--- src/inc/pso_pkg.sv ---
// Constants for the power stage output control block.
// Assumes an 8-bit register port and an extended fuse byte given as an input.
// Operation
// - end-of-cycle interrupt on counter match with reset-B compare, when enabled.
// - end-of-enhanced-cycle interrupt on reset-B match in fifteenth enhanced cycle.
// - capture interrupt on retrigger, counter capture or sync error, when enabled.
// - third unit pin three: generator B when select clear, A when set.
// - third unit pin two: generator A when select clear, B when set.
// - sync source field picks leading/trailing edge of output 0 or 1.
// - ramp number field records ramp of latest interrupt-generating event.
// - end-of-unit flag set on whole cycle; cleared by writing one.
// - forced outputs go low if level fuse is 0, high if 1.
// - reduced outputs forced at reset held until output config written.
// - reset fuses at extended fuse bits seven to three, default one.
// - clock from io or pll clock, divided by 1, 4, 32 or 256.
// - four 12-bit compare values compared continuously with counter.
// - reset-B compare carries 4-bit count of stretched enhanced cycles in upper nibble.
// - compare writes go through shared 8-bit temporary high byte.
// - output enable clear gives port behaviour, set follows generator.
// - third unit config has four output enables at bits 3..0, reset zero.
package pso_pkg;
  localparam int ADDR_W = 4;
  // register map
  localparam logic [3:0] ADDR_THIRD_CFG = 4'h0;
  localparam logic [3:0] ADDR_OUT_CFG = 4'h1;
  localparam logic [3:0] ADDR_CLK_CFG = 4'h2;
  localparam logic [3:0] ADDR_IRQ_EN = 4'h3;
  localparam logic [3:0] ADDR_FLAGS = 4'h4;
  localparam logic [3:0] ADDR_CAP_L = 4'h5;
  localparam logic [3:0] ADDR_CAP_H = 4'h6;
  localparam logic [3:0] ADDR_SET_A_L = 4'h8;
  localparam logic [3:0] ADDR_SET_A_H = 4'h9;
  localparam logic [3:0] ADDR_RST_A_L = 4'hA;
  localparam logic [3:0] ADDR_RST_A_H = 4'hB;
  localparam logic [3:0] ADDR_SET_B_L = 4'hC;
  localparam logic [3:0] ADDR_SET_B_H = 4'hD;
  localparam logic [3:0] ADDR_RST_B_L = 4'hE;
  localparam logic [3:0] ADDR_RST_B_H = 4'hF;
  localparam logic [7:0] CFG_RESET = 8'h00;
  localparam logic [15:0] CMP_RESET = 16'h0000;
  // third unit config fields
  localparam int SEL3_BIT = 7;
  localparam int SEL2_BIT = 6;
  localparam int SYNC_LSB = 4;
  localparam int EN_OUT0_BIT = 0;
  localparam int EN_OUT2_BIT = 1;
  localparam int EN_OUT1_BIT = 2;
  localparam int EN_OUT3_BIT = 3;
  // clock config fields
  localparam int CLKSEL_BIT = 0;
  localparam int PRE_LSB = 1;
  localparam int RUN_BIT = 3;
  // flags / enables
  localparam int EOU_BIT = 0;
  localparam int EC_BIT = 1;
  localparam int EEC_BIT = 2;
  localparam int CAPTURE_EVENT_IRQ_BIT = 3;
  localparam int RAMP_LSB = 6;
  // sync source codes
  localparam logic [1:0] SYNC_LEAD0 = 2'h0;
  localparam logic [1:0] SYNC_TRAIL0 = 2'h1;
  localparam logic [1:0] SYNC_LEAD1 = 2'h2;
  // prescale terminal counts: divide by 1, 4, 32, 256
  localparam logic [7:0] DIV1_LAST = 8'h00;
  localparam logic [7:0] DIV4_LAST = 8'h03;
  localparam logic [7:0] DIV32_LAST = 8'h1F;
  localparam logic [7:0] DIV256_LAST = 8'hFF;
  // extended fuse byte bit positions
  localparam int FUSE_THIRD_RB = 7;
  localparam int FUSE_THIRD_RBA = 6;
  localparam int FUSE_REDUCED_RB = 5;
  localparam int FUSE_LEVEL = 4;
  localparam int FUSE_INPUT_RB = 3;
  localparam logic [7:0] FUSE_DEFAULT = 8'hFA;
  localparam logic [3:0] ENH_LAST = 4'hE;
  localparam int CMP_W = 12;
endpackage

--- src/power_stage_output_control.sv ---
// Power stage controller core: counter, compare, waveform, pin routing.
// Assumes one clock, synchronous inputs and an 8-bit register port.
`timescale 1ns/1ps
module power_stage_output_control
  import pso_pkg::*;
(
  // clock and reset
  input wire logic clk,
  input wire logic rst,
  // register port
  input wire logic [ADDR_W-1:0] addr,
  input wire logic [7:0] wdata,
  input wire logic wr,
  input wire logic rd,
  output logic [7:0] rdata,
  // clock source and fuses
  input wire logic pll_tick,
  input wire logic [7:0] ext_fuse,
  // events from outside
  input wire logic fault_a,
  input wire logic fault_b,
  input wire logic retrigger,
  input wire logic capture_req,
  input wire logic sync_error,
  // port fallback values
  input wire logic [1:0] reduced_port_out,
  input wire logic [1:0] reduced_port_oe,
  input wire logic [3:0] third_port_out,
  input wire logic [3:0] third_port_oe,
  // pins
  output logic reduced_out0_pin,
  output logic reduced_out0_oe,
  output logic reduced_out1_pin,
  output logic reduced_out1_oe,
  output logic [1:0] third_unit_out01_pin,
  output logic [1:0] third_unit_out01_oe,
  output logic third_unit_out2_pin,
  output logic third_unit_out2_oe,
  output logic third_unit_out3_pin,
  output logic third_unit_out3_oe,
  // events out
  output logic adc_sync_pulse,
  output logic end_of_cycle_irq,
  output logic end_of_enhanced_cycle_irq,
  output logic capture_event_irq
);

  logic [7:0] third_cfg_r;
  logic [7:0] out_cfg_r;
  logic [7:0] clk_cfg_r;
  logic [7:0] irq_en_r;
  logic [7:0] temp_r;
  logic [15:0] set_a_r;
  logic [15:0] rst_a_r;
  logic [15:0] set_b_r;
  logic [15:0] rst_b_r;
  logic [11:0] cnt_r;
  logic [11:0] cap_r;
  logic [3:0] enh_r;
  logic [1:0] ramp_r;
  logic [1:0] ramp_num_r;
  logic [7:0] div_r;
  logic wave_a_r;
  logic wave_b_r;
  logic eou_r;
  logic ec_r;
  logic eec_r;
  logic capture_event_irq_r;
  logic hold_r;
  logic sync_r;

  logic tick;
  logic src_tick;
  logic [7:0] div_last;
  logic [12:0] top;
  logic cycle_end;
  logic m_set_a;
  logic m_rst_a;
  logic m_set_b;
  logic m_rst_b;
  logic in_mask;
  logic f_a;
  logic f_b;
  logic rtg;
  logic cap_ev;
  logic serr;
  logic ec_ev;
  logic eec_ev;
  logic capture_event_irq_ev;
  logic lead0;
  logic trail0;
  logic lead1;
  logic trail1;
  logic sync_nxt;
  logic w1c_hit;
  logic lvl;

  assign w1c_hit = wr && addr == ADDR_FLAGS;
  assign lvl = ext_fuse[FUSE_LEVEL];

  // configuration registers
  always_ff @(posedge clk) begin
    if (rst) begin
      third_cfg_r <= CFG_RESET;
      out_cfg_r <= CFG_RESET;
      clk_cfg_r <= CFG_RESET;
      irq_en_r <= CFG_RESET;
    end else if (wr) begin
      case (addr)
        ADDR_THIRD_CFG: third_cfg_r <= wdata;
        ADDR_OUT_CFG: out_cfg_r <= wdata;
        ADDR_CLK_CFG: clk_cfg_r <= wdata;
        ADDR_IRQ_EN: irq_en_r <= wdata;
        default: ;
      endcase
    end
  end

  // compare registers: high byte parks in temp, low byte commits both
  always_ff @(posedge clk) begin
    if (rst) begin
      temp_r <= CFG_RESET;
      set_a_r <= CMP_RESET;
      rst_a_r <= CMP_RESET;
      set_b_r <= CMP_RESET;
      rst_b_r <= CMP_RESET;
    end else if (wr) begin
      case (addr)
        ADDR_SET_A_H, ADDR_RST_A_H, ADDR_SET_B_H, ADDR_RST_B_H: begin
          temp_r <= wdata;
        end
        ADDR_SET_A_L: set_a_r <= {temp_r, wdata};
        ADDR_RST_A_L: rst_a_r <= {temp_r, wdata};
        ADDR_SET_B_L: set_b_r <= {temp_r, wdata};
        ADDR_RST_B_L: rst_b_r <= {temp_r, wdata};
        default: ;
      endcase
    end
  end

  // clock source and prescaler
  assign src_tick = clk_cfg_r[CLKSEL_BIT] ? pll_tick : 1'b1;
  always_comb begin
    case (clk_cfg_r[PRE_LSB +: 2])
      2'h0: div_last = DIV1_LAST;
      2'h1: div_last = DIV4_LAST;
      2'h2: div_last = DIV32_LAST;
      default: div_last = DIV256_LAST;
    endcase
  end
  assign tick = src_tick && div_r == div_last && clk_cfg_r[RUN_BIT];

  always_ff @(posedge clk) begin
    if (rst || !clk_cfg_r[RUN_BIT]) begin
      div_r <= 8'h00;
    end else if (src_tick) begin
      div_r <= (div_r >= div_last) ? 8'h00 : div_r + 8'h01;
    end
  end

  // inputs may be held off while forced outputs are still held
  assign in_mask = !ext_fuse[FUSE_INPUT_RB] && hold_r;
  assign f_a = fault_a && !in_mask;
  assign f_b = fault_b && !in_mask;
  assign rtg = retrigger && !in_mask;
  assign cap_ev = capture_req && !in_mask;
  assign serr = sync_error && !in_mask;

  // compare matches; upper nibble of reset-B stretches early enhanced cycles
  assign m_set_a = tick && cnt_r == set_a_r[CMP_W-1:0];
  assign m_rst_a = tick && cnt_r == rst_a_r[CMP_W-1:0];
  assign m_set_b = tick && cnt_r == set_b_r[CMP_W-1:0];
  assign m_rst_b = tick && cnt_r == rst_b_r[CMP_W-1:0];
  assign top = {1'b0, rst_b_r[CMP_W-1:0]} +
               {12'h000, enh_r < rst_b_r[15:12]};
  assign cycle_end = tick && {1'b0, cnt_r} >= top;

  // counter, enhanced cycle and ramp tracking
  always_ff @(posedge clk) begin
    if (rst) begin
      cnt_r <= 12'h000;
      enh_r <= 4'h0;
      ramp_r <= 2'h0;
    end else if (rtg) begin
      cnt_r <= 12'h000;
    end else if (cycle_end) begin
      cnt_r <= 12'h000;
      enh_r <= enh_r + 4'h1;
      ramp_r <= ramp_r + 2'h1;
    end else if (tick) begin
      cnt_r <= cnt_r + 12'h001;
    end
  end

  always_ff @(posedge clk) begin
    if (rst) begin
      cap_r <= 12'h000;
    end else if (cap_ev) begin
      cap_r <= cnt_r;
    end
  end

  // waveform generators; reset or fault beats a set on the same edge
  always_ff @(posedge clk) begin
    if (rst) begin
      wave_a_r <= 1'b0;
      wave_b_r <= 1'b0;
    end else begin
      if (m_rst_a || f_a) begin
        wave_a_r <= 1'b0;
      end else if (m_set_a) begin
        wave_a_r <= 1'b1;
      end
      if (m_rst_b || f_b) begin
        wave_b_r <= 1'b0;
      end else if (m_set_b) begin
        wave_b_r <= 1'b1;
      end
    end
  end

  // interrupt events
  assign ec_ev = m_rst_b;
  assign eec_ev = m_rst_b && enh_r == ENH_LAST;
  assign capture_event_irq_ev = rtg || cap_ev || serr;

  // sticky flags: a new event wins over a write-one clear
  always_ff @(posedge clk) begin
    if (rst) begin
      eou_r <= 1'b0;
      ec_r <= 1'b0;
      eec_r <= 1'b0;
      capture_event_irq_r <= 1'b0;
    end else begin
      eou_r <= cycle_end || (eou_r && !(w1c_hit && wdata[EOU_BIT]));
      ec_r <= ec_ev || (ec_r && !(w1c_hit && wdata[EC_BIT]));
      eec_r <= eec_ev || (eec_r && !(w1c_hit && wdata[EEC_BIT]));
      capture_event_irq_r <= capture_event_irq_ev || (capture_event_irq_r && !(w1c_hit && wdata[CAPTURE_EVENT_IRQ_BIT]));
    end
  end

  always_ff @(posedge clk) begin
    if (rst) begin
      ramp_num_r <= 2'h0;
    end else if ((ec_ev && irq_en_r[EC_BIT]) ||
                 (eec_ev && irq_en_r[EEC_BIT]) ||
                 (capture_event_irq_ev && irq_en_r[CAPTURE_EVENT_IRQ_BIT])) begin
      ramp_num_r <= ramp_r;
    end
  end

  assign end_of_cycle_irq = ec_r && irq_en_r[EC_BIT];
  assign end_of_enhanced_cycle_irq = eec_r && irq_en_r[EEC_BIT];
  assign capture_event_irq = capture_event_irq_r && irq_en_r[CAPTURE_EVENT_IRQ_BIT];

  // adc sync pulse from the chosen edge
  assign lead0 = m_set_a && !(m_rst_a || f_a);
  assign trail0 = m_rst_a || f_a;
  assign lead1 = m_set_b && !(m_rst_b || f_b);
  assign trail1 = m_rst_b || f_b;
  always_comb begin
    case (third_cfg_r[SYNC_LSB +: 2])
      SYNC_LEAD0: sync_nxt = lead0;
      SYNC_TRAIL0: sync_nxt = trail0;
      SYNC_LEAD1: sync_nxt = lead1;
      default: sync_nxt = trail1;
    endcase
  end
  always_ff @(posedge clk) begin
    if (rst) begin
      sync_r <= 1'b0;
    end else begin
      sync_r <= sync_nxt;
    end
  end
  assign adc_sync_pulse = sync_r;

  // reduced outputs stay forced after reset until their config is written
  always_ff @(posedge clk) begin
    if (rst) begin
      hold_r <= 1'b1;
    end else if (ext_fuse[FUSE_REDUCED_RB] || (wr && addr == ADDR_OUT_CFG)) begin
      hold_r <= 1'b0;
    end
  end

  // pin routing; forcing acts combinationally while reset is high
  always_comb begin
    reduced_out0_pin = out_cfg_r[EN_OUT0_BIT] ? wave_a_r
                                               : reduced_port_out[0];
    reduced_out0_oe = out_cfg_r[EN_OUT0_BIT] | reduced_port_oe[0];
    reduced_out1_pin = out_cfg_r[EN_OUT1_BIT] ? wave_b_r
                                               : reduced_port_out[1];
    reduced_out1_oe = out_cfg_r[EN_OUT1_BIT] | reduced_port_oe[1];
    if ((rst || hold_r) && !ext_fuse[FUSE_REDUCED_RB]) begin
      reduced_out0_pin = lvl;
      reduced_out0_oe = 1'b1;
      reduced_out1_pin = lvl;
      reduced_out1_oe = 1'b1;
    end
  end

  always_comb begin
    third_unit_out01_pin[0] = third_cfg_r[EN_OUT0_BIT] ? wave_a_r
                                                       : third_port_out[0];
    third_unit_out01_oe[0] = third_cfg_r[EN_OUT0_BIT] | third_port_oe[0];
    third_unit_out01_pin[1] = third_cfg_r[EN_OUT1_BIT] ? wave_b_r
                                                       : third_port_out[1];
    third_unit_out01_oe[1] = third_cfg_r[EN_OUT1_BIT] | third_port_oe[1];
    third_unit_out2_pin = !third_cfg_r[EN_OUT2_BIT] ? third_port_out[2] :
      (third_cfg_r[SEL2_BIT] ? wave_b_r : wave_a_r);
    third_unit_out2_oe = third_cfg_r[EN_OUT2_BIT] | third_port_oe[2];
    third_unit_out3_pin = !third_cfg_r[EN_OUT3_BIT] ? third_port_out[3] :
      (third_cfg_r[SEL3_BIT] ? wave_a_r : wave_b_r);
    third_unit_out3_oe = third_cfg_r[EN_OUT3_BIT] | third_port_oe[3];
    if (rst && !ext_fuse[FUSE_THIRD_RB]) begin
      third_unit_out01_pin = {lvl, lvl};
      third_unit_out01_oe = 2'h3;
    end
    if (rst && !ext_fuse[FUSE_THIRD_RBA]) begin
      third_unit_out2_pin = lvl;
      third_unit_out2_oe = 1'b1;
      third_unit_out3_pin = lvl;
      third_unit_out3_oe = 1'b1;
    end
  end

  // read port: data valid in the cycle after the strobe only
  always_ff @(posedge clk) begin
    if (rst || !rd) begin
      rdata <= 8'h00;
    end else begin
      case (addr)
        ADDR_THIRD_CFG: rdata <= third_cfg_r;
        ADDR_OUT_CFG: rdata <= out_cfg_r;
        ADDR_CLK_CFG: rdata <= {4'h0, clk_cfg_r[3:0]};
        ADDR_IRQ_EN: rdata <= {4'h0, irq_en_r[3:0]};
        ADDR_FLAGS: rdata <= {ramp_num_r, 2'h0, capture_event_irq_r, eec_r, ec_r,
                              eou_r};
        ADDR_CAP_L: rdata <= cap_r[7:0];
        ADDR_CAP_H: rdata <= {4'h0, cap_r[11:8]};
        default: rdata <= 8'h00;
      endcase
    end
  end

endmodule

--- config.mk ---
export PLATFORM = sky130hd
export DESIGN_NAME = power_stage_output_control
export DESIGN_NICKNAME = d
export VERILOG_FILES = /design/src/inc/pso_pkg.sv /design/src/power_stage_output_control.sv
export SDC_FILE = /design/constraint.sdc
export NUM_CORES = 1
export LEC_CHECK = 0
export BUFFER_PORTS_ARGS = -buffer_cell sky130_fd_sc_hd__clkbuf_2
export CORE_ASPECT_RATIO = 1.75
export CORE_MARGIN = 3
export CORE_UTILIZATION = 60
export DETAILED_ROUTE_END_ITERATION = 16
export PLACE_DENSITY_LB_ADDON = 0.12
export REMOVE_ABC_BUFFERS = 1
export SETUP_SLACK_MARGIN = 0.3
export SLEW_MARGIN = 30
export SYNTH_ARGS = -nofsm -noshare
export SYNTH_HDL_FRONTEND = slang
export SYNTH_SLANG_ARGS = --single-unit
export TNS_END_PERCENT = 1
--- constraint.sdc ---
create_clock -name clk -period 4.22 [get_ports clk]
set_input_delay 0.422 -clock clk [delete_from_list [all_inputs] [get_ports clk]]
set_output_delay 0.422 -clock clk [all_outputs]
set_load 0.01 [all_outputs]
==> flow_summary_export.csv <==
group,metric,value,unit
pwr,power_density,375,nW/um^2
synth,synth_area,7110,sq um
place,dpl.hpwl,13900,um
global_route,grt.overflow.total,0,
routing,vias,6335,
synth,synth-seq-area-share,0.394,
setup_path,cpMaxStageDelayCell,"or3_1",
routing,firstDrtPassIters,5,
synth,yosysWarnings,0,
setup_path,crit_chain,"inv_2, ha_4, a21boi_2, o21ai_1, nand2b_1, a21oi_2, ha_2, ha_4, and3_4, and4_4, nand2_2, xor2_1, ha_1, nand4_1, or3_1, a31oi_1, buf_4, o311ai_4, or3_1, a21oi_2",
sta,worstMarginPinSlew,0.903,ns
routing,drt_iter0_drc,374,
pwr,p_int,2.37,mW
clock_tree,cts.sinks,140,
sta,finClkSkew,0.0130,ns
synth,synth_largest_area_cell,"dfxtp_1",
synth,synthTopCellsByCount,"140 x dfxtp_1, 121 x nand2_1, 99 x nor2_1",
pwr,p_seq_frac,0.435,
synth,syn_avg_cell_area,8.40,sq um
cells_and_area,fill_cells,909,
routing,top_layer,"met4",
floorplan,die_width,88.3,um
floorplan,io_pins,66,
setup_path,critPathMaxFanout,8,
pwr,combPwrFrac,0.063,
cells_and_area,area_growth,16.2,%
synth,yosysMostFrequentCell,"dfxtp_1",
cells_and_area,n_antenna_cell,0,
floorplan,die_area,13200,sq um
hold_path,min_path_type,"in2reg",
routing,met1_length,7150,um
pwr,ir_drop,0.000387,V
setup_path,crit_path_end_kind,"register",
synth,synth.distinct_cells,56,
clock_tree,cts_buffers,17,
setup_path,critical_path_arrival,4.30,ns
clock_tree,cts_hold_repair.buffers,0,
setup_path,crit_required,4.57,ns
clock_tree,clk_path_buf_depth,2,
floorplan,start_util,0.614,
global_route,antenna_found_initial,0,
clock_tree,clockRootBuffer,"clkbuf_16",
place,io_buffers,62,
synth,ys_top_cells_by_area,"dfxtp_1 39%, mux2i_1 9.3%, nand2_1 6.4%",
synth,synth_top_area_share,0.394,
pwr,leakage,3.48,nW
routing,met3WireLength,1010,um
routing,dr_wl_met2,10400,um
pwr,p_sw_frac,0.234,
sta,layout_worst_path_cycle_share,0.936,
synth,ys_ff_latch,140,
floorplan,core_area,11600,sq um
floorplan,rows,52,
setup_path,path_class,"reg2reg",
sta,rsz0062_at_grt,"true",
sta,fin_crit,3.95,ns
cells_and_area,drive_gt1_frac,0.160,
setup_path,critPathLaunchType,"register",
flow_run,cap_violations,0,
routing,vias_per_cell,6.08,
cells_and_area,fin_nets,965,
sta,setup_viol,0,
sta,finalSetupTns,0,ns
clock_tree,clkLatencyLatePin,0.43,ns
sta,whs,0.312,ns
clock_tree,htree_levels,4,
routing,drc,0,
synth,ys.flop_type,"dfxtp_1",
pwr,pwr-share-clk,0.502,
clock_tree,cts_tree,"yes",
routing,wl_per_cell,19.0,um
sta,max-slew-margin-rel,0.396,
synth,synth_edf_count,0,
synth,synthArstFlopShare,0,
routing,ant_nets,0,
sta,final_max_slew_viol_count,0,
global_route,grt_pass1_vias,6268,
pwr,p_switching,725,uW
global_route,track_usage,0.300,
clock_tree,clk_pin_slew,0.06,ns
sta,fmax,0.253,GHz
global_route,grt_pass1_wl,30400,um
setup_path,critPathMaxStageDelay,0.39,ns
floorplan,die_h,150,um
sta,hold_viol_final,0,
place,gp_congestion,0.896,
synth,syn_inst,846,
status,status,"completed",
routing,wl,19800,um
global_route,grt_max_degree,62,
## critical path, delay by kind of cell (launching register included)
kind	cells	cell delay, ns
compound gates	6	0.83
xor+xnor	1	0.15
fa+ha+maj	4	0.88
buf+inv	2	0.20
flops	1	0.34
simple gates	7	1.45
## per-stage QoR
stage	instance area [sq um]	power (mW)	utilization	cells	worst slack [ns]
floorplan	6900	1.46	-	793	0.397
global placement	7450	1.55	0.644	999	0.198
detailed placement	7460	1.56	0.644	999	0.0847
CTS	8180	3.09	0.706	1038	0.310
global route	8260	3.17	0.713	1042	0.177
finish	8260	3.10	0.713	1042	0.268
## layout make-up
class | instances | area, sq um | area share
inverter | 20 | 75.1 | 0.00909
timing repair buffer | 82 | 479 | 0.0580
clock buffer | 20 | 457 | 0.0553
tap | 135 | 169 | 0.0204
clock inverter | 12 | 161 | 0.0195
sequential | 140 | 2810 | 0.340
multi-input combinational | 633 | 4120 | 0.498
## power by group through the flow
stage | registers [mW] | logic [mW] | clock network (mW)
floorplan | 1.37 | 0.0844 | 0
global placement | 1.38 | 0.178 | 0
detailed placement | 1.38 | 0.183 | 0
CTS | 1.35 | 0.190 | 1.56
global route | 1.35 | 0.209 | 1.62
finish | 1.35 | 0.194 | 1.55
## placed cells by master (no fill, tap or decap), types with 4 or more instances in the layout
master	Yosys	routed
xor2_1	47	46
or3_1	10	10
a21oi_1	73	71
nor2b_1	9	9
nand2b_1	4	4
nand3_1	37	36
nand2_1	121	120
o21ai_0	12	11
clkbuf_16	0	17
xnor2_1	29	29
inv_1	20	19
nor3_1	5	5
nor4_1	11	11
a211oi_1	4	4
clkbuf_2	0	61
a21o_1	6	6
buf_4	1	19
mux2i_1	66	66
dfxtp_1	140	138
ha_1	29	26
nand4_1	17	17
and3_1	7	6
nor2_1	99	96
## per-layer routing
metal,up-vias,track usage
li1,2990,-
met1,3013,0.312
met2,240,0.541
met3,92,0.0485
met4,0,0.188
met5,-,0
## state kept, by name, indices dropped and copies added (netlist names)
register / flops
ramp_r: 2
adc_sync_pulse: 1
cap_r: 12
rdata: 8
div_r: 8
capture_event_irq_r: 1
cnt_r: 12
rst_a_r: 12
wave_a_r: 1
clk_cfg_r: 4
enh_r: 4
irq_en_r: 4
eou_r: 1
rst_b_r: 16
set_b_r: 12
out_cfg_r: 8
hold_r: 1
wave_b_r: 1
temp_r: 8
ramp_num_r: 2
ec_r: 1
set_a_r: 12
third_cfg_r: 8
eec_r: 1
## what timing repair did
action / CTS / global route
endpoints found under the setup margin: 18 / 18
pin swaps: 9 / 14
resized for setup: 11 / 13
setup buffers: 7 / 4
## cells by family (layout without fill, tap and decap cells)
group           Yosys count  after routing  synth area share
simple gates            337            337             0.217
fa+ha+maj                29             29            0.0510
mux                      68             68            0.0977
flops                   140            140             0.394
buf+inv                  73            134            0.0398
xor+xnor                 76             76            0.0936
compound gates          123            123             0.106
## final timing paths
path / from / endpoint / slack, ns / cells after the start
max: rst_b_r[13]$_SDFFE_PP0P_ / enh_r[2]$_SDFFE_PP0P_ / 0.27 / 20
min: sync_error / capture_event_irq_r$_SDFF_PP0_ / 0.31 / 3
max reg2reg: rst_b_r[13]$_SDFFE_PP0P_ / enh_r[2]$_SDFFE_PP0P_ / 0.27 / 20
min reg2reg: cap_r[7]$_SDFFE_PP0P_ / cap_r[7]$_SDFFE_PP0P_ / 0.46 / 2
No activity file was read; power rests on OpenSTA's default activity.
